===== src/flash_ctrl_pkg.sv =====
// Constants, register map and bus carrier for the flash program/erase control.
// Assumes an 8-bit CPU peripheral bus with a 16-bit byte address.
`default_nettype none

package flash_ctrl_pkg;

   // ************************************************************
   // Register map
   // ************************************************************
   localparam logic [15:0] MODE_CONTROL_ADDR = 16'hF020;
   localparam logic [15:0] FAULT_STATUS_ADDR = 16'hF021;
   localparam logic [15:0] POWER_CONTROL_ADDR = 16'hF022;
   localparam logic [15:0] ERASE_SELECT_ADDR = 16'hF023;
   localparam logic [15:0] REGISTER_GATE_ADDR = 16'hF02B;

   localparam logic [7:0] MODE_CONTROL_RESET = 8'h00;
   localparam logic [7:0] FAULT_STATUS_RESET = 8'h00;
   localparam logic [7:0] POWER_CONTROL_RESET = 8'h00;
   localparam logic [7:0] ERASE_SELECT_RESET = 8'h00;
   localparam logic [7:0] REGISTER_GATE_RESET = 8'h00;
   // Read data for variants built without flash
   localparam logic [7:0] ABSENT_READ_VALUE = 8'hFF;

   // ************************************************************
   // Field positions
   // ************************************************************
   localparam int WRITE_UNLOCK_BIT = 6;
   localparam int ERASE_PREP_BIT = 5;
   localparam int PROGRAM_PREP_BIT = 4;
   localparam int ERASE_CHECK_BIT = 3;
   localparam int PROGRAM_CHECK_BIT = 2;
   localparam int ERASE_GO_BIT = 1;
   localparam int PROGRAM_GO_BIT = 0;
   localparam int FAULT_BIT = 7;
   localparam int POWERDOWN_INHIBIT_BIT = 7;
   localparam int ACCESS_ENABLE_BIT = 7;
   localparam int ERASE_BLOCKS = 5;

   // ************************************************************
   // Array layout
   // ************************************************************
   localparam int ARRAY_ADDR_W = 15;
   localparam int UNIT_OFFSET_W = 7;
   localparam logic [15:0] ARRAY_LIMIT = 16'h8000;
   localparam logic [14:0] BLOCK1_BASE = 15'h0400;
   localparam logic [14:0] BLOCK2_BASE = 15'h0800;
   localparam logic [14:0] BLOCK3_BASE = 15'h0C00;
   localparam logic [14:0] BLOCK4_BASE = 15'h1000;

   typedef struct packed {
      logic sel;
      logic wr;
      logic byte_acc;
      logic [15:0] addr;
      logic [7:0] wdata;
   } cpu_req_s;

endpackage : flash_ctrl_pkg

`default_nettype wire


===== src/flash_ctrl.sv =====
// Flash program/erase control: five byte-wide control registers, mode
// sequencing, erase block selection, program unit capture and power-down.
// Assumes a two-state CPU bus on the same clock; the array itself and its
// pulse timing live outside and follow the mode outputs.
`timescale 1ns/1ps
`default_nettype none

// Overview of operation
// RL1: Programming works on 128-byte units starting at low address byte 00 or 80.
// RL2: Erase covers whole blocks only: four 1-kbyte blocks and one 28-kbyte block.
// RL3: Software erases the whole array block by block, one after another.
// RL4: In user program mode blocks are erased or programmed selectively.
// RL5: Only byte accesses reach the control registers, each in two bus states.
// RL6: Without flash fitted, register reads are undefined and writes ignored.
// RL7: Mode control selects program, program-verify, erase, erase-verify; resets zero.
// RL8: Software keeps mode bits 6..0 clear when reading the array as ROM.
// RL9: Mode control bit 7 reads zero and ignores writes.
// RL10: With write_unlock clear, no other mode bit or block select bit sets.
// RL11: Software sets write_unlock before mode bits 5..0 or block selects.
// RL12: Software sets erase_prep before erase_go.
// RL13: Software sets each mode bit in its own register write.
// RL14: Subactive with power-down allowed partly halts supply, array still readable.
// RL15: erase_go takes effect only while write_unlock and erase_prep are set; code checks the prior erase_prep, so erase_go can outlive it.
// RL16: program_go takes effect only while write_unlock and program_prep are set; code checks the prior program_prep, so program_go can outlive it.
// RL17: Block select is zero while locked; several bits at once clear all.
// RL18: With ctrl_access_enable clear, the four control registers are blocked.
// RL19: With no mode bit set, array reads are served as plain ROM.
module flash_ctrl
   import flash_ctrl_pkg::*;
#(
   parameter bit FLASH_FITTED = 1'b1
) (
   input wire logic clock,
   input wire logic resetn,
   input wire cpu_req_s cpu_req,
   input wire logic subactive,
   input wire logic fault_detect,
   output logic cpu_ack,
   output logic [7:0] cpu_rdata,
   output logic rom_read_en,
   output logic [6:0] mode_bits,
   output logic [ERASE_BLOCKS-1:0] block_erase,
   output logic power_down,
   output logic unit_write,
   output logic [ARRAY_ADDR_W-1:0] unit_base,
   output logic [UNIT_OFFSET_W-1:0] unit_offset,
   output logic [7:0] unit_data,
   output logic [2:0] access_block
);

   // ************************************************************
   // Block map
   // ************************************************************
   function automatic logic [2:0] block_of(input logic [14:0] a);
      logic [2:0] b;
      b = 3'h4;
      if (a < BLOCK1_BASE) begin
         b = 3'h0;
      end else if (a < BLOCK2_BASE) begin
         b = 3'h1;
      end else if (a < BLOCK3_BASE) begin
         b = 3'h2;
      end else if (a < BLOCK4_BASE) begin
         b = 3'h3;
      end
      return b;
   endfunction

   logic [7:0] mode_q, mode_d;
   logic [7:0] fault_q, fault_d;
   logic [7:0] power_q, power_d;
   logic [7:0] select_q, select_d;
   logic [7:0] gate_q, gate_d;
   logic ack_q, ack_d;
   logic [7:0] rdata_q, rdata_d;
   logic rom_q, rom_d;
   logic [ERASE_BLOCKS-1:0] erase_q, erase_d;
   logic pdown_q, pdown_d;
   logic uwr_q, uwr_d;
   logic [ARRAY_ADDR_W-1:0] ubase_q, ubase_d;
   logic [UNIT_OFFSET_W-1:0] uoff_q, uoff_d;
   logic [7:0] udata_q, udata_d;
   logic [2:0] blk_q, blk_d;

   logic take, reg_wr, gated, unlocked;
   logic hit_mode, hit_fault, hit_power, hit_select, hit_gate;
   logic array_hit, reg_space;

   // ************************************************************
   // Bus decode
   // ************************************************************
   always_comb begin
      take = cpu_req.sel & ~ack_q;
      // RL5 byte only
      reg_wr = take & cpu_req.wr & cpu_req.byte_acc & FLASH_FITTED;
      // RL18 access gate
      gated = gate_q[ACCESS_ENABLE_BIT];
      hit_mode = gated & (cpu_req.addr == MODE_CONTROL_ADDR);
      hit_fault = gated & (cpu_req.addr == FAULT_STATUS_ADDR);
      hit_power = gated & (cpu_req.addr == POWER_CONTROL_ADDR);
      hit_select = gated & (cpu_req.addr == ERASE_SELECT_ADDR);
      hit_gate = cpu_req.addr == REGISTER_GATE_ADDR;
      array_hit = cpu_req.addr < ARRAY_LIMIT;
      // Raw register window, independent of the access gate
      reg_space = (cpu_req.addr >= MODE_CONTROL_ADDR) & (cpu_req.addr <= ERASE_SELECT_ADDR)
         | hit_gate;
      unlocked = mode_q[WRITE_UNLOCK_BIT];
   end

   // ************************************************************
   // Control registers
   // ************************************************************
   always_comb begin
      mode_d = mode_q;
      fault_d = fault_q;
      power_d = power_q;
      select_d = select_q;
      gate_d = gate_q;
      if (reg_wr & hit_mode) begin
         mode_d = 8'h00;
         mode_d[WRITE_UNLOCK_BIT] = cpu_req.wdata[WRITE_UNLOCK_BIT];
         // RL10 locked bits
         if (unlocked & cpu_req.wdata[WRITE_UNLOCK_BIT]) begin
            mode_d[ERASE_PREP_BIT] = cpu_req.wdata[ERASE_PREP_BIT];
            mode_d[PROGRAM_PREP_BIT] = cpu_req.wdata[PROGRAM_PREP_BIT];
            mode_d[ERASE_CHECK_BIT] = cpu_req.wdata[ERASE_CHECK_BIT];
            mode_d[PROGRAM_CHECK_BIT] = cpu_req.wdata[PROGRAM_CHECK_BIT];
            // RL15 erase entry
            mode_d[ERASE_GO_BIT] = cpu_req.wdata[ERASE_GO_BIT]
               & mode_q[ERASE_PREP_BIT];
            // RL16 program entry
            mode_d[PROGRAM_GO_BIT] = cpu_req.wdata[PROGRAM_GO_BIT]
               & mode_q[PROGRAM_PREP_BIT];
         end
      end
      // RL9 reserved top bit
      mode_d[7] = 1'b0;
      if (reg_wr & hit_power) begin
         power_d = 8'h00;
         power_d[POWERDOWN_INHIBIT_BIT] = cpu_req.wdata[POWERDOWN_INHIBIT_BIT];
      end
      if (reg_wr & hit_select) begin
         select_d = {3'h0, cpu_req.wdata[ERASE_BLOCKS-1:0]};
         // RL17 multiple select
         if ($countones(cpu_req.wdata[ERASE_BLOCKS-1:0]) > 1) begin
            select_d = 8'h00;
         end
      end
      // RL17 locked select
      if (~mode_d[WRITE_UNLOCK_BIT]) begin
         select_d = 8'h00;
      end
      if (reg_wr & hit_gate) begin
         gate_d = 8'h00;
         gate_d[ACCESS_ENABLE_BIT] = cpu_req.wdata[ACCESS_ENABLE_BIT];
      end
      // Fault is sticky until reset; only the error-protection logic sets it
      if (fault_detect & (mode_q[ERASE_GO_BIT] | mode_q[PROGRAM_GO_BIT])) begin
         fault_d[FAULT_BIT] = 1'b1;
      end
   end

   // ************************************************************
   // Read path and two-state answer
   // ************************************************************
   always_comb begin
      ack_d = take;
      rdata_d = 8'h00;
      if (take & ~cpu_req.wr & cpu_req.byte_acc) begin
         if (hit_mode) begin
            rdata_d = mode_q;
         end else if (hit_fault) begin
            rdata_d = fault_q;
         end else if (hit_power) begin
            rdata_d = power_q;
         end else if (hit_select) begin
            rdata_d = select_q;
         end else if (hit_gate) begin
            rdata_d = gate_q;
         end
         // RL6 no flash fitted
         // The gate never opens on such a variant, so decode the raw window
         if (!FLASH_FITTED & reg_space) begin
            rdata_d = ABSENT_READ_VALUE;
         end
      end
   end

   // ************************************************************
   // Array side: ROM reads, program units, erase, power-down
   // ************************************************************
   always_comb begin
      // RL19 plain ROM
      rom_d = mode_q[6:0] == 7'h00;
      // RL2 whole block erase
      erase_d = select_q[ERASE_BLOCKS-1:0]
         & {ERASE_BLOCKS{mode_q[ERASE_GO_BIT] & ~fault_q[FAULT_BIT]}};
      // RL14 power-down
      pdown_d = subactive & ~power_q[POWERDOWN_INHIBIT_BIT];
      uwr_d = 1'b0;
      ubase_d = ubase_q;
      uoff_d = uoff_q;
      udata_d = udata_q;
      blk_d = blk_q;
      if (take & array_hit) begin
         // RL4 per block
         blk_d = block_of(cpu_req.addr[ARRAY_ADDR_W-1:0]);
      end
      // Writes to the array only matter once program setup is armed
      if (take & cpu_req.wr & array_hit & unlocked
            & mode_q[PROGRAM_PREP_BIT]) begin
         uwr_d = 1'b1;
         // RL1 unit alignment
         ubase_d = {cpu_req.addr[ARRAY_ADDR_W-1:UNIT_OFFSET_W],
            {UNIT_OFFSET_W{1'b0}}};
         uoff_d = cpu_req.addr[UNIT_OFFSET_W-1:0];
         udata_d = cpu_req.wdata;
      end
   end

   always_ff @(posedge clock or negedge resetn) begin
      if (!resetn) begin
         // RL7 reset value
         mode_q <= MODE_CONTROL_RESET;
         fault_q <= FAULT_STATUS_RESET;
         power_q <= POWER_CONTROL_RESET;
         select_q <= ERASE_SELECT_RESET;
         gate_q <= REGISTER_GATE_RESET;
         ack_q <= 1'b0;
         rdata_q <= 8'h00;
         rom_q <= 1'b1;
         erase_q <= '0;
         pdown_q <= 1'b0;
         uwr_q <= 1'b0;
         ubase_q <= '0;
         uoff_q <= '0;
         udata_q <= 8'h00;
         blk_q <= 3'h0;
      end else begin
         mode_q <= mode_d;
         fault_q <= fault_d;
         power_q <= power_d;
         select_q <= select_d;
         gate_q <= gate_d;
         ack_q <= ack_d;
         rdata_q <= rdata_d;
         rom_q <= rom_d;
         erase_q <= erase_d;
         pdown_q <= pdown_d;
         uwr_q <= uwr_d;
         ubase_q <= ubase_d;
         uoff_q <= uoff_d;
         udata_q <= udata_d;
         blk_q <= blk_d;
      end
   end

   assign cpu_ack = ack_q;
   assign cpu_rdata = rdata_q;
   assign rom_read_en = rom_q;
   assign mode_bits = mode_q[6:0];
   assign block_erase = erase_q;
   assign power_down = pdown_q;
   assign unit_write = uwr_q;
   assign unit_base = ubase_q;
   assign unit_offset = uoff_q;
   assign unit_data = udata_q;
   assign access_block = blk_q;
endmodule : flash_ctrl

`default_nettype wire


===== config.mk =====
export PLATFORM = sky130hd
export DESIGN_NAME = flash_ctrl
export DESIGN_NICKNAME = d
export VERILOG_FILES = /design/src/flash_ctrl_pkg.sv /design/src/flash_ctrl.sv
export SDC_FILE = /design/constraint.sdc
export NUM_CORES = 1
export LEC_CHECK = 0
export BUFFER_PORTS_ARGS = -buffer_cell sky130_fd_sc_hd__buf_2
export CAP_MARGIN = 20
export CORE_MARGIN = 4
export CORE_UTILIZATION = 45
export DETAILED_ROUTE_END_ITERATION = 10
export PLACE_DENSITY_LB_ADDON = 0.3
export SLEW_MARGIN = 10
export SYNTH_ARGS = -nofsm -noshare
export SYNTH_HDL_FRONTEND = slang
export SYNTH_SLANG_ARGS = --single-unit

===== constraint.sdc =====
create_clock -name clock -period 1.8 [get_ports clock]
set_input_delay 0.36 -clock clock [delete_from_list [all_inputs] [get_ports clock]]
set_output_delay 0.36 -clock clock [all_outputs]
set_load 0.02 [all_outputs]

After elaboration in Yosys (flattened, before gate mapping)
Index checks and enable logic that the tools add are counted.
{"block": "totals", "register_bits": 61, "inputBits": 31, "out_inout_bits": 57, "word_cells": 78}
{"block": "classes", "n_addsub": 4, "n_lt_le_gt_ge": 6, "eq_ne": 6, "muxes": 16, "bitwise_logic": 29, "n_reduce_logical": 1}
{"cell": "$eq A16 B16 Y1 const B", "n": 5}
{"cell": "$mux W8", "n": 8}
{"cell": "$lt A15 B12 Y1 const B", "n": 2}
{"cell": "$and A1 B1 Y1", "n": 23}
{"cell": "$lt A16 B16 Y1 const B", "n": 1}
{"cell": "$lt A15 B11 Y1 const B", "n": 1}
{"cell": "$lt A15 B13 Y1 const B", "n": 1}
{"cell": "$mux W3", "n": 4}
{"cell": "$logic_not A7 Y1", "n": 1}
{"cell": "$mux W7", "n": 1}
{"cell": "$mux W6", "n": 1}
{"cell": "$and A5 B5 Y5", "n": 1}
{"cell": "$mux W5", "n": 1}
{"cell": "$add A1 B1 Y2", "n": 2}
{"cell": "$add A3 B1 Y4", "n": 1}
{"cell": "$gt A4 B1 Y1 const B", "n": 1}
{"cell": "$not A1 Y1", "n": 4}
{"cell": "$add A2 B2 Y3", "n": 1}
{"cell": "$ne A2 B1 Y1 const B", "n": 1}
{"cell": "$mux W1", "n": 1}
{"cell": "$or A1 B1 Y1", "n": 1}

Logic depth before layout (Yosys ltp)
Gate-level depths: netlist of the first run.
{"block": "logic_depth", "ltp_word": 7, "mapped_depth": 8, "mapped_depth_nobuf": 8}

Worst setup path after synthesis of the first run
No wires, ideal clock.
{"block": "synth_path", "path_type": "in2reg", "startpoint": "input port cpu_req[0] in the netlist's numbering", "endpoint": "register select_q[2]", "setup_ns": 0.088, "t_arrival_ns": 1.744, "required_ns": 1.712, "setup_slack_ns": -0.031, "cell_stages": 7, "path_buffers": 0, "cell_sequence": "inv_1 > fa_1 > inv_1 > ha_1 > nor4bb_1 > nand4_1 > a22oi_1"}
{"block": "synth_between", "elab_chain_len": 7}
{"element": "from (decl)", "line_no": "flash_ctrl.sv:35", "text": "input wire cpu_req_s cpu_req,"}
{"element": "$add A1 B1 Y2", "line_no": "flash_ctrl.sv:145", "text": "if ($countones(cpu_req.wdata[ERASE_BLOCKS-1:0]) > 1) begin"}
{"element": "$add A2 B2 Y3", "line_no": "flash_ctrl.sv:145"}
{"element": "$add A3 B1 Y4", "line_no": "flash_ctrl.sv:145"}
{"element": "$gt A4 B1 Y1", "line_no": "flash_ctrl.sv:145"}
{"element": "$mux W5", "line_no": "flash_ctrl.sv:145"}
{"element": "$mux W8", "line_no": "flash_ctrl.sv:142", "text": "if (reg_wr & hit_select) begin"}
{"element": "$mux W8", "line_no": "flash_ctrl.sv:150", "text": "if (~mode_d[WRITE_UNLOCK_BIT]) begin"}
{"element": "to (signal assigned)", "line_no": "flash_ctrl.sv:243", "text": "select_q <= select_d;"}
{"element": "to (decl)", "line_no": "flash_ctrl.sv:72", "text": "logic [7:0] select_q, select_d;"}
Every way passes these cells. The select of a mux whose other input is x is not followed.
A chain may end at the register's enable or synchronous reset.

Worst setup path after layout of the first run
{"block": "layout_path", "startpoint": "input port cpu_req[0] in the netlist's numbering", "endpoint": "register select_q[1]"}
Same word-level chain as after synthesis.

==> metrics.md, run 1 <==
| Metric | Value |
|---|---|
| Run status | `finished, final reports clean` |
| CP cell instances | `buf_2, inv_1, fa_1, inv_1, ha_1, nand2_1, and4b_1, nand4_1, a22oi_1` |
| Sequential-to-total area share from yosys stat | `0.568` |
| Final Max Tran Viols | `0` |
| Clk_lat worst skew | `~0.33 ns` |
| Clock root cell | `clkbuf_8` |
| Period minus WS final | `between 1.5 and 2 ns` |
| Critical path peak fanout | `4` |
| Share of cells above drive strength 1 | `0.462` |
| CTS clk-pin slew, worst paths | `approximately 0.060 ns` |
| Setup TNS | `0 ns` |
| Via Count | `approximately 1900` |
| Crit-path leading delay family | `adder cells` |
| F_max | `604 MHz` |
| Comb power frac | `0.066` |
| Die Wd | `around 83 microns` |
| Final net count | `about 330` |
| Htree depth | `3` |
| Worst path buffer plus inverter count | `3` |
| Row cnt | `27` |
| Pin count of the biggest net entering global routing | `39` |
| HP Class | `primary input to flip-flop` |
| DR WL/cell | `roughly 15 microns` |
| Seq pwr share | `0.476` |
| Layout Utilization | `0.599` |
| Layout area overhead | `29.0%` |
| Initial antenna violation count | `0` |
| Post-synth cell types | `38` |
| P_int | `~2200 uW` |
| Synth Flop Type | `dfrtp_1` |
| Antenna Cells | `0` |
| # DRC | `0` |
| Async SR Flop Fraction | `1.00` |
| TritonCTS clock tree | `built` |
| DIE AREA | `6960 sq um` |
| Register bit total from synthesis | `58` |
| TritonCTS Buffers | `9` |
| Drt pass-1 iters | `4` |
| DR vias/cell | `~5` |
| RSZ-0062 raised after global routing | `false` |
| Height of the die | `roughly 83 microns` |
| Crit path launch type | `primary input` |
| Clock sinks | `58` |
| Synth area leader | `dfrtp_1` |
| LEAKAGE | `0.00177 uW` |
| Multi-input gate area | `1000 sq um` |
| Layout fillers | `460` |
| Avg Inst Size Synth | `~12 sq um` |
| ANT nets after route | `0` |
| Top cell type's share of synthesized area | `0.557` |
| Syn Std Cell Area | `2560 sq um` |
| Worst EP required | `2.05 ns` |
| Post-Route WL | `around 5700 microns` |
| RD Place Congestion | `about 0.80` |
| Most numerous cell in the Yosys netlist | `dfrtp_1` |
| CP Data Arrival Time | `around 1.9 ns` |
| GR Overflow Total | `0` |
| Clk pwr share | `0.458` |
| Post-synth top cells | `dfrtp_1 (57), mux2_2 (23), o21ai_0 (17), a22oi_1 (10)` |
| Synth area leaders | `dfrtp_1 (56%), mux2_2 (10%), o21ai_0 (3.3%)` |
| Initial core utilization | `0.465` |
| Max rail drop VDD | `roughly 530 uV` |
| Final Hold Fails | `0` |
| Warnings from Yosys | `0` |
| Cell repeated most along the worst path | `inv_1` |
| CP max-delay cell | `fa_1` |
| Detailed placement HPWL | `4290 microns` |
| Storage cell area | `approximately 1500 sq um` |
| Max Cap Viol | `0` |
| Crit Path Category | `primary input to flip-flop` |
| I/O Buffers | `80` |
| Number of synthesized flops with an enable pin | `0` |
| I/O pin cnt | `88` |
| Period utilization | `0.919` |
| Vias in the first global route | `approximately 2000` |
| Initial drt markers | `around 110` |
| Overall Global Routing Usage | `0.176` |
| Worst Skew | `about 0.0072 ns` |
| Sw Pwr | `around 590 uW` |
| Clock Path Buffers | `2` |
| Cell Pwr Density | `837 nW/um^2` |
| First-pass GRT wire length | `around 9500 microns` |
| Final setup viols | `0` |
| Switching fraction of total power | `0.214` |
| Slowest stage delay, CP | `0.53 ns` |
| Critical Path End Type | `flip-flop` |
| Synthesized instance count | `approximately 200` |
| Placeable Area | `about 5500 sq um` |
## through the flow
step                      instance area (sq um)  setup slack [ns]  power, uW  instances  hold slack (ns)
after CTS                                  3300            0.0749       2790        377            0.239
final                                      3300             0.145       2760        377            0.259
after floorplan                            2580          -0.00256       1430        212           0.0644
after detailed placement                   3070            -0.200       1520        360            0.357
after global routing                       3300            0.0462       2890        377            0.266
after global placement                     3070            -0.152       1520        360            0.352
## layout make-up
cell class                 count  area share
sequential                    58       0.440
tap                           72      0.0273
clock buffer                  15      0.0565
timing repair buffer          94       0.158
multi-input combinational    132       0.304
clock inverter                 1     0.00910
inverter                       5     0.00569
## per-layer routing
layer	vias up	global-route usage	share of wire
met1	910	0.233	0.46
met3	10	0.0585	0.065
met2	62	0.262	0.46
li1	933	-	-
met4	0	0.0758	0.021
met5	-	0	0
## final timing paths
kind | startpoint | endpoint | slack (ns) | cells past startpoint
worst max-delay path | cpu_req[0] | select_q[1] | 0.15 | 9
worst min-delay path | subactive | power_down | 0.26 | 2
worst max register to register | cpu_ack | power_q[7] | 0.17 | 4
worst min register to register | power_q[7] | power_down | 0.45 | 1
max in group asynchronous | resetn | rom_read_en | 0.83 | 3
min in group asynchronous | resetn | cpu_rdata[6] | 0.53 | 3
## cell families (layout without fill, tap and decap cells)
kind of cell / after synthesis / after routing / synth area share
other cells: 1 / 7 / 0.00147
simple gates: 64 / 64 / 0.178
flops: 58 / 58 / 0.568
buf+inv: 22 / 115 / 0.0499
fa+ha+maj: 2 / 2 / 0.0127
mux: 25 / 25 / 0.110
compound gates: 34 / 34 / 0.0807
## cells in the final DEF (no fill, tap or decap)
cell type	netlist	routed
a21oi_1	2	2
buf_4	9	12
nor2b_1	4	4
clkbuf_8	0	13
nor4b_1	1	1
nand4_1	8	8
o21ai_0	17	17
buf_12	0	1
nand2b_1	3	3
nand3_1	9	9
and4_1	2	1
nor4b_2	5	5
nor4_1	2	2
nor4bb_1	2	2
mux2_1	2	2
clkbuf_1	2	2
nor2_1	7	7
and4b_1	4	4
a22o_1	2	2
o21ai_1	2	2
and2_1	7	7
bufinv_16	0	1
inv_1	5	5
and4_2	0	1
nor2_2	1	1
fa_1	1	1
dlygate4sd3_1	0	1
nand4_2	1	1
dfstp_2	1	1
mux2_2	23	23
or4_1	1	1
a22oi_1	10	10
nand3b_4	1	1
dfrtp_1	57	57
o21ai_2	1	1
conb_1	1	7
ha_1	1	1
and3_1	1	1
nand2_1	5	5
buf_2	2	80
## power groups by stage
stage               clock network (uW)  registers [uW]  logic [uW]
finish                            1270            1310         182
global route                      1370            1310         202
CTS                               1290            1310         184
detailed placement                   0            1340         182
global placement                     0            1340         177
floorplan                            0            1350        79.8
## sequential cells by signal (all words and copies together), names as in the netlist
| signal | count |
|---|---|
| select_q | 5 |
| power_down | 1 |
| mode_q | 7 |
| cpu_rdata | 8 |
| unit_offset | 7 |
| fault_q | 1 |
| cpu_ack | 1 |
| unit_write | 1 |
| access_block | 3 |
| rom_read_en | 1 |
| unit_data | 8 |
| unit_base | 8 |
| block_erase | 5 |
| power_q | 1 |
| gate_q | 1 |
## repair_timing
item | CTS | global route
buffers inserted | 0 | 0
resized for setup | 0 | 1
hold endpoints to repair | 16 | 0
endpoints found under the setup margin | 0 | 6
hold buffers | 1 | 0
(Power assumes the default switching activity.)
==> run 2: changes to the inputs <==
Settings changed: GPL_TIMING_DRIVEN from default to 0.
==> metrics.md, run 2 (synthesized netlist as in run 1, its figures left out) <==
| Metric | Value |
|---|---|
| Worst EP required | `about 2.0 ns` |
| Post-Route WL | `around 5700 microns` |
| Clock root cell | `clkbuf_8` |
| Antenna Cells | `0` |
| I/O pin cnt | `about 90` |
| TritonCTS clock tree | `built` |
| Final Max Tran Viols | `0` |
| Slew @ Worst Pin | `0.650 ns` |
| Final net count | `roughly 330` |
| Critical path peak fanout | `10` |
| TritonCTS Buffers | `9` |
| Commonest non-fill, non-tap cell in the layout | `buf_2` |
| Detailed placement HPWL | `4390 microns` |
| Vias in the first global route | `around 2000` |
| DR vias/cell | `slightly above 5` |
| Max transition margin | `0.567` |
| Share of cells above drive strength 1 | `0.467` |
| CP max-delay cell | `dfrtp_1` |
| RD Place Congestion | `between 0.8 and 0.9` |
| Worst path buffer plus inverter count | `1` |
| CP cell instances | `nor2b_1, nand2b_1, nor2_4, buf_4, mux2_2` |
| Max rail drop VDD | `between 600 and 700 uV` |
| ANT nets after route | `0` |
| Seq pwr share | `0.425` |
| DR WL/cell | `~15 microns` |
| HP Class | `primary input to asynchronous set/reset pin` |
| Crit-path leading delay family | `simple AND/OR/NAND/NOR gates` |
| Clock sinks | `58` |
| Reg2reg setup slack | `roughly 0.09 ns` |
| Switching fraction of total power | `0.207` |
| CTS clk-pin slew, worst paths | `about 0.07 ns` |
| Initial core utilization | `0.465` |
| Layout area overhead | `32.3%` |
| CP Data Arrival Time | `just under 2 ns` |
| Via Count | `1945` |
| Clk pwr share | `0.509` |
| Htree depth | `3` |
| Worst Skew | `roughly 0.0053 ns` |
| Height of the die | `approximately 83 microns` |
| Post-CTS Hold Buffers | `0` |
| Overall Global Routing Usage | `0.177` |
| Initial antenna violation count | `0` |
| P_int | `~2500 uW` |
| GR Overflow Total | `0` |
| Row cnt | `27` |
| F_max | `~590 MHz` |
| Placed Cells | `between 300 and 400` |
| Sw Pwr | `approximately 640 uW` |
| Clock Path Buffers | `2` |
| Fin Hold WS | `0.0507 ns` |
| Placeable Area | `around 5500 sq um` |
| Drt pass-1 iters | `5` |
| Period minus WS final | `between 1.5 and 2 ns` |
| Slowest stage delay, CP | `roughly 0.40 ns` |
| Post-Layout Cell Count | `between 300 and 400` |
| Crit Path Category | `flip-flop to flip-flop` |
| Crit path launch type | `flip-flop` |
| Final setup viols | `0` |
| Cell Pwr Density | `roughly 910 nW/um^2` |
| Clk_lat worst skew | `between 0.3 and 0.4 ns` |
| Die Wd | `83.4 microns` |
| I/O Buffers | `77` |
| Max Cap Viol | `0` |
| # DRC | `0` |
| DIE AREA | `between 6000 and 7000 sq um` |
| Comb power frac | `0.066` |
| LEAKAGE | `about 0.0018 uW` |
| Critical Path End Type | `flip-flop` |
| Period utilization | `0.949` |
| Most frequent cells in the layout | `buf_2 (77), dfrtp_1 (57), mux2_2 (23)` |
| Pin count of the biggest net entering global routing | `31` |
| Initial drt markers | `~110` |
| Run status | `finished, final reports clean` |
| First-pass GRT wire length | `slightly below 10000 microns` |
| Final Hold Fails | `0` |
## run 2: cell count changes in the layout (fill, tap and decap cells not counted), sizes merged
| cell | change |
|---|---|
| clkinv | +2 |
| bufinv | +3 |
| buf | -1 |
| clkinvlp | +1 |
| clkbuf | -3 |
| dlygate4sd3 | -1 |
## run 2: path summary, 6_finish.rpt
| path | startpoint | cells past startpoint | end |
|---|---|---|---|
| setup / recovery | cpu_ack | 5 | unit_offset[5] |
| hold / removal | resetn | 1 | power_down |
| setup reg to reg | cpu_ack | 5 | unit_offset[5] |
| hold reg to reg | power_q[7] | 1 | power_down |
| max in group asynchronous | resetn | 2 | rom_read_en |
| min in group clock | subactive | 2 | power_down |
## run 2: cell type report
| class | count | area [sq um] |
|---|---|---|
| buffer | 17 | 109 |
| clock buffer | 9 | 124 |
| clock inverter | 7 | 141 |
| fill | 480 | 2120 |
| inverter | 5 | 18.8 |
| multi-input combinational | 132 | 1040 |
| sequential | 58 | 1450 |
| tap | 72 | 90.1 |
| timing repair buffer | 78 | 410 |
## run 2: repair_timing
item	in CTS	in global routing
pin swaps	0	3
gates resized for setup	1	6
setup endpoints to repair	19	5
setup buffers	0	0
## run 2: through the flow
step           total power, uW    TNS, ns  setup WS (ns)  instance area [sq um]  utilization
2_1_floorplan             1430   -0.00256       -0.00256                   2580            -
3_3_place_gp              1510      -1.72         -0.304                   3060        0.555
3_5_place_dp              1520      -3.18         -0.298                   3080        0.559
4_1_cts                   3110          0         0.0532                   3350        0.608
5_1_grt                   3210  -0.000963      -0.000963                   3380        0.615
6_report                  3090          0         0.0923                   3380        0.615
## run 2: power by group through the flow
stage                     Sequential [uW]  Combinational [uW]  Clock [uW]
after floorplan                      1350                79.8           0
after global placement               1340                 176           0
after detailed placement             1340                 186           0
after CTS                            1310                 187        1600
after global routing                 1310                 229        1670
final                                1310                 205        1570
## run 2: metal layers
layer | wire [microns] | part of all wire | up-vias | global-route usage
met1 | 2450 | 0.43 | 940 | 0.220
met5 | 0 | 0 | - | 0
met2 | 2790 | 0.49 | 67 | 0.286
met3 | 360 | 0.063 | 10 | 0.0605
met4 | 92 | 0.016 | 0 | 0.0624
li1 | - | - | 928 | -
==> run 3: changes to the inputs <==
Settings changed: CORE_UTILIZATION 45 to 50, SLEW_MARGIN 10 to default.
==> metrics.md, run 3 (synthesized netlist as in run 1, its figures left out) <==
| Metric | Value |
|---|---|
| Sw Pwr | `approximately 620 uW` |
| Vias in the first global route | `around 1900` |
| Cell Pwr Density | `890 nW/um^2` |
| Seq pwr share | `0.439` |
| F_max | `roughly 600 MHz` |
| Power, Total | `about 3000 uW` |
| Placed Cells | `357` |
| RD Place Congestion | `slightly below 0.9` |
| Initial antenna violation count | `0` |
| First-pass GRT wire length | `between 8000 and 9000 microns` |
| Layout fillers | `between 300 and 400` |
| DR vias/cell | `roughly 5.2` |
| Overall Global Routing Usage | `0.185` |
| Clk pwr share | `0.496` |
| Crit path from | `cpu_req[0]` |
| I/O pin cnt | `88` |
| CTS clk-pin slew, worst paths | `approximately 0.07 ns` |
| Comb power frac | `0.064` |
| Post-Layout Cell Count | `between 300 and 400` |
| P_int | `~2400 uW` |
| Period minus WS final | `~1.7 ns` |
| Critical path peak fanout | `4` |
| Crit Path Category | `primary input to flip-flop` |
| Max rail drop VDD | `about 780 uV` |
| Worst EP required | `approximately 2.0 ns` |
| Crit path launch type | `primary input` |
| Layout area overhead | `31.5%` |
| Dpl ws | `-0.250 ns` |
| Setup TNS | `0 ns` |
| Setup WS post-layout | `about 0.12 ns` |
| Final net count | `roughly 340` |
| Clock Path Buffers | `2` |
| Commonest non-fill, non-tap cell in the layout | `buf_2` |
| Height of the die | `roughly 80 microns` |
| Initial core utilization | `0.528` |
| TritonCTS Buffers | `9` |
| Final setup viols | `0` |
| Clock root cell | `clkbuf_8` |
| Worst R2R Start | `cpu_ack` |
| Post-Route WL | `roughly 5600 microns` |
| Final Hold Fails | `0` |
| Via Count | `about 2000` |
| Max Cap Viol | `0` |
| Slew @ Worst Pin | `about 0.52 ns` |
| Drt pass-1 iters | `4` |
| Row cnt | `25` |
| RSZ-0062 raised after global routing | `false` |
| Run status | `finished, final reports clean` |
| # DRC | `0` |
| Clock sinks | `58` |
| R2R cell count | `5` |
| Die Wd | `slightly below 80 microns` |
| Clk_lat worst skew | `roughly 0.33 ns` |
| TritonCTS clock tree | `built` |
| CP Data Arrival Time | `~1.9 ns` |
| Antenna Cells | `0` |
| LEAKAGE | `0.00180 uW` |
| GR Overflow Total | `0` |
| DR WL/cell | `between 10 and 15 microns` |
| DIE AREA | `between 6000 and 7000 sq um` |
| Htree depth | `3` |
| Fin Hold WS | `about 0.0016 ns` |
| Worst Skew | `~0.0062 ns` |
| I/O Buffers | `77` |
| Initial drt markers | `85` |
| R2r endpoint | `mode_q[5]` |
| Pin count of the biggest net entering global routing | `36` |
| Detailed placement HPWL | `around 4200 microns` |
| ANT nets after route | `0` |
| Critical Path End Type | `flip-flop` |
| Share of cells above drive strength 1 | `0.474` |
| Max transition margin | `0.651` |
| Most frequent cells in the layout | `buf_2 (79), dfrtp_1 (57), mux2_2 (23)` |
| Switching fraction of total power | `0.206` |
| Placeable Area | `~4800 sq um` |
| Reg2reg setup slack | `about 0.16 ns` |
| HP Class | `primary input to asynchronous set/reset pin` |
| Period utilization | `0.933` |
| Final Max Tran Viols | `0` |
-- run 3: repair_timing --
action | 4_1_cts | 5_1_grt
pin swaps | 0 | 3
setup endpoints to repair | 10 | 26
gates resized for setup | 1 | 5
setup buffers | 0 | 2
hold buffers | 0 | 0
-- run 3: layout make-up --
class / count / area, sq um / share of cell area
multi-input combinational: 132 / 1030 / 0.305
inverter: 5 / 18.8 / 0.00558
clock inverter: 5 / 100 / 0.0298
buffer: 17 / 110 / 0.0327
timing repair buffer: 80 / 420 / 0.125
clock buffer: 11 / 151 / 0.0450
sequential: 58 / 1450 / 0.432
tap: 67 / 83.8 / 0.0249
-- run 3: worst max-delay path by stage --
stage | end | slack (ns) | cells past startpoint
final | select_q[2] | 0.12 | 8
after global routing | select_q[1] | 0.01 | 5
after global placement | select_q[2] | -0.24 | 8
after floorplan | select_q[2] | -0.003 | 7
after CTS | unit_data[0] | 0.07 | 5
after detailed placement | select_q[2] | -0.25 | 8
-- run 3: power groups by stage --
| stage | Clock, uW | Sequential, uW | Combinational [uW] |
|---|---|---|---|
| 2_1_floorplan | 0 | 1350 | 79.8 |
| 3_3_place_gp | 0 | 1340 | 173 |
| 3_5_place_dp | 0 | 1340 | 182 |
| 4_1_cts | 1500 | 1320 | 184 |
| 5_1_grt | 1580 | 1310 | 214 |
| 6_report | 1490 | 1320 | 192 |
-- run 3: stage by stage --
step,instance area [sq um],util
3_3_place_gp,3050,0.629
3_5_place_dp,3070,0.633
4_1_cts,3330,0.686
6_report,3360,0.694
2_1_floorplan,2580,-
5_1_grt,3360,0.694
-- run 3: layer usage --
layer	global-route usage	vias to the layer above	part of all wire
met2	0.273	80	0.45
met4	0.0945	0	0.029
met5	0	-	0
li1	-	938	-
met3	0.0621	16	0.087
met1	0.241	921	0.43
-- run 3: critical path, stage by stage --
cell	delay, ns
buf_2	0.13
inv_1	0.07
fa_1	0.52
inv_1	0.06
ha_4	0.22
nor4bb_1	0.29
nand4_1	0.12
a22oi_1	0.15
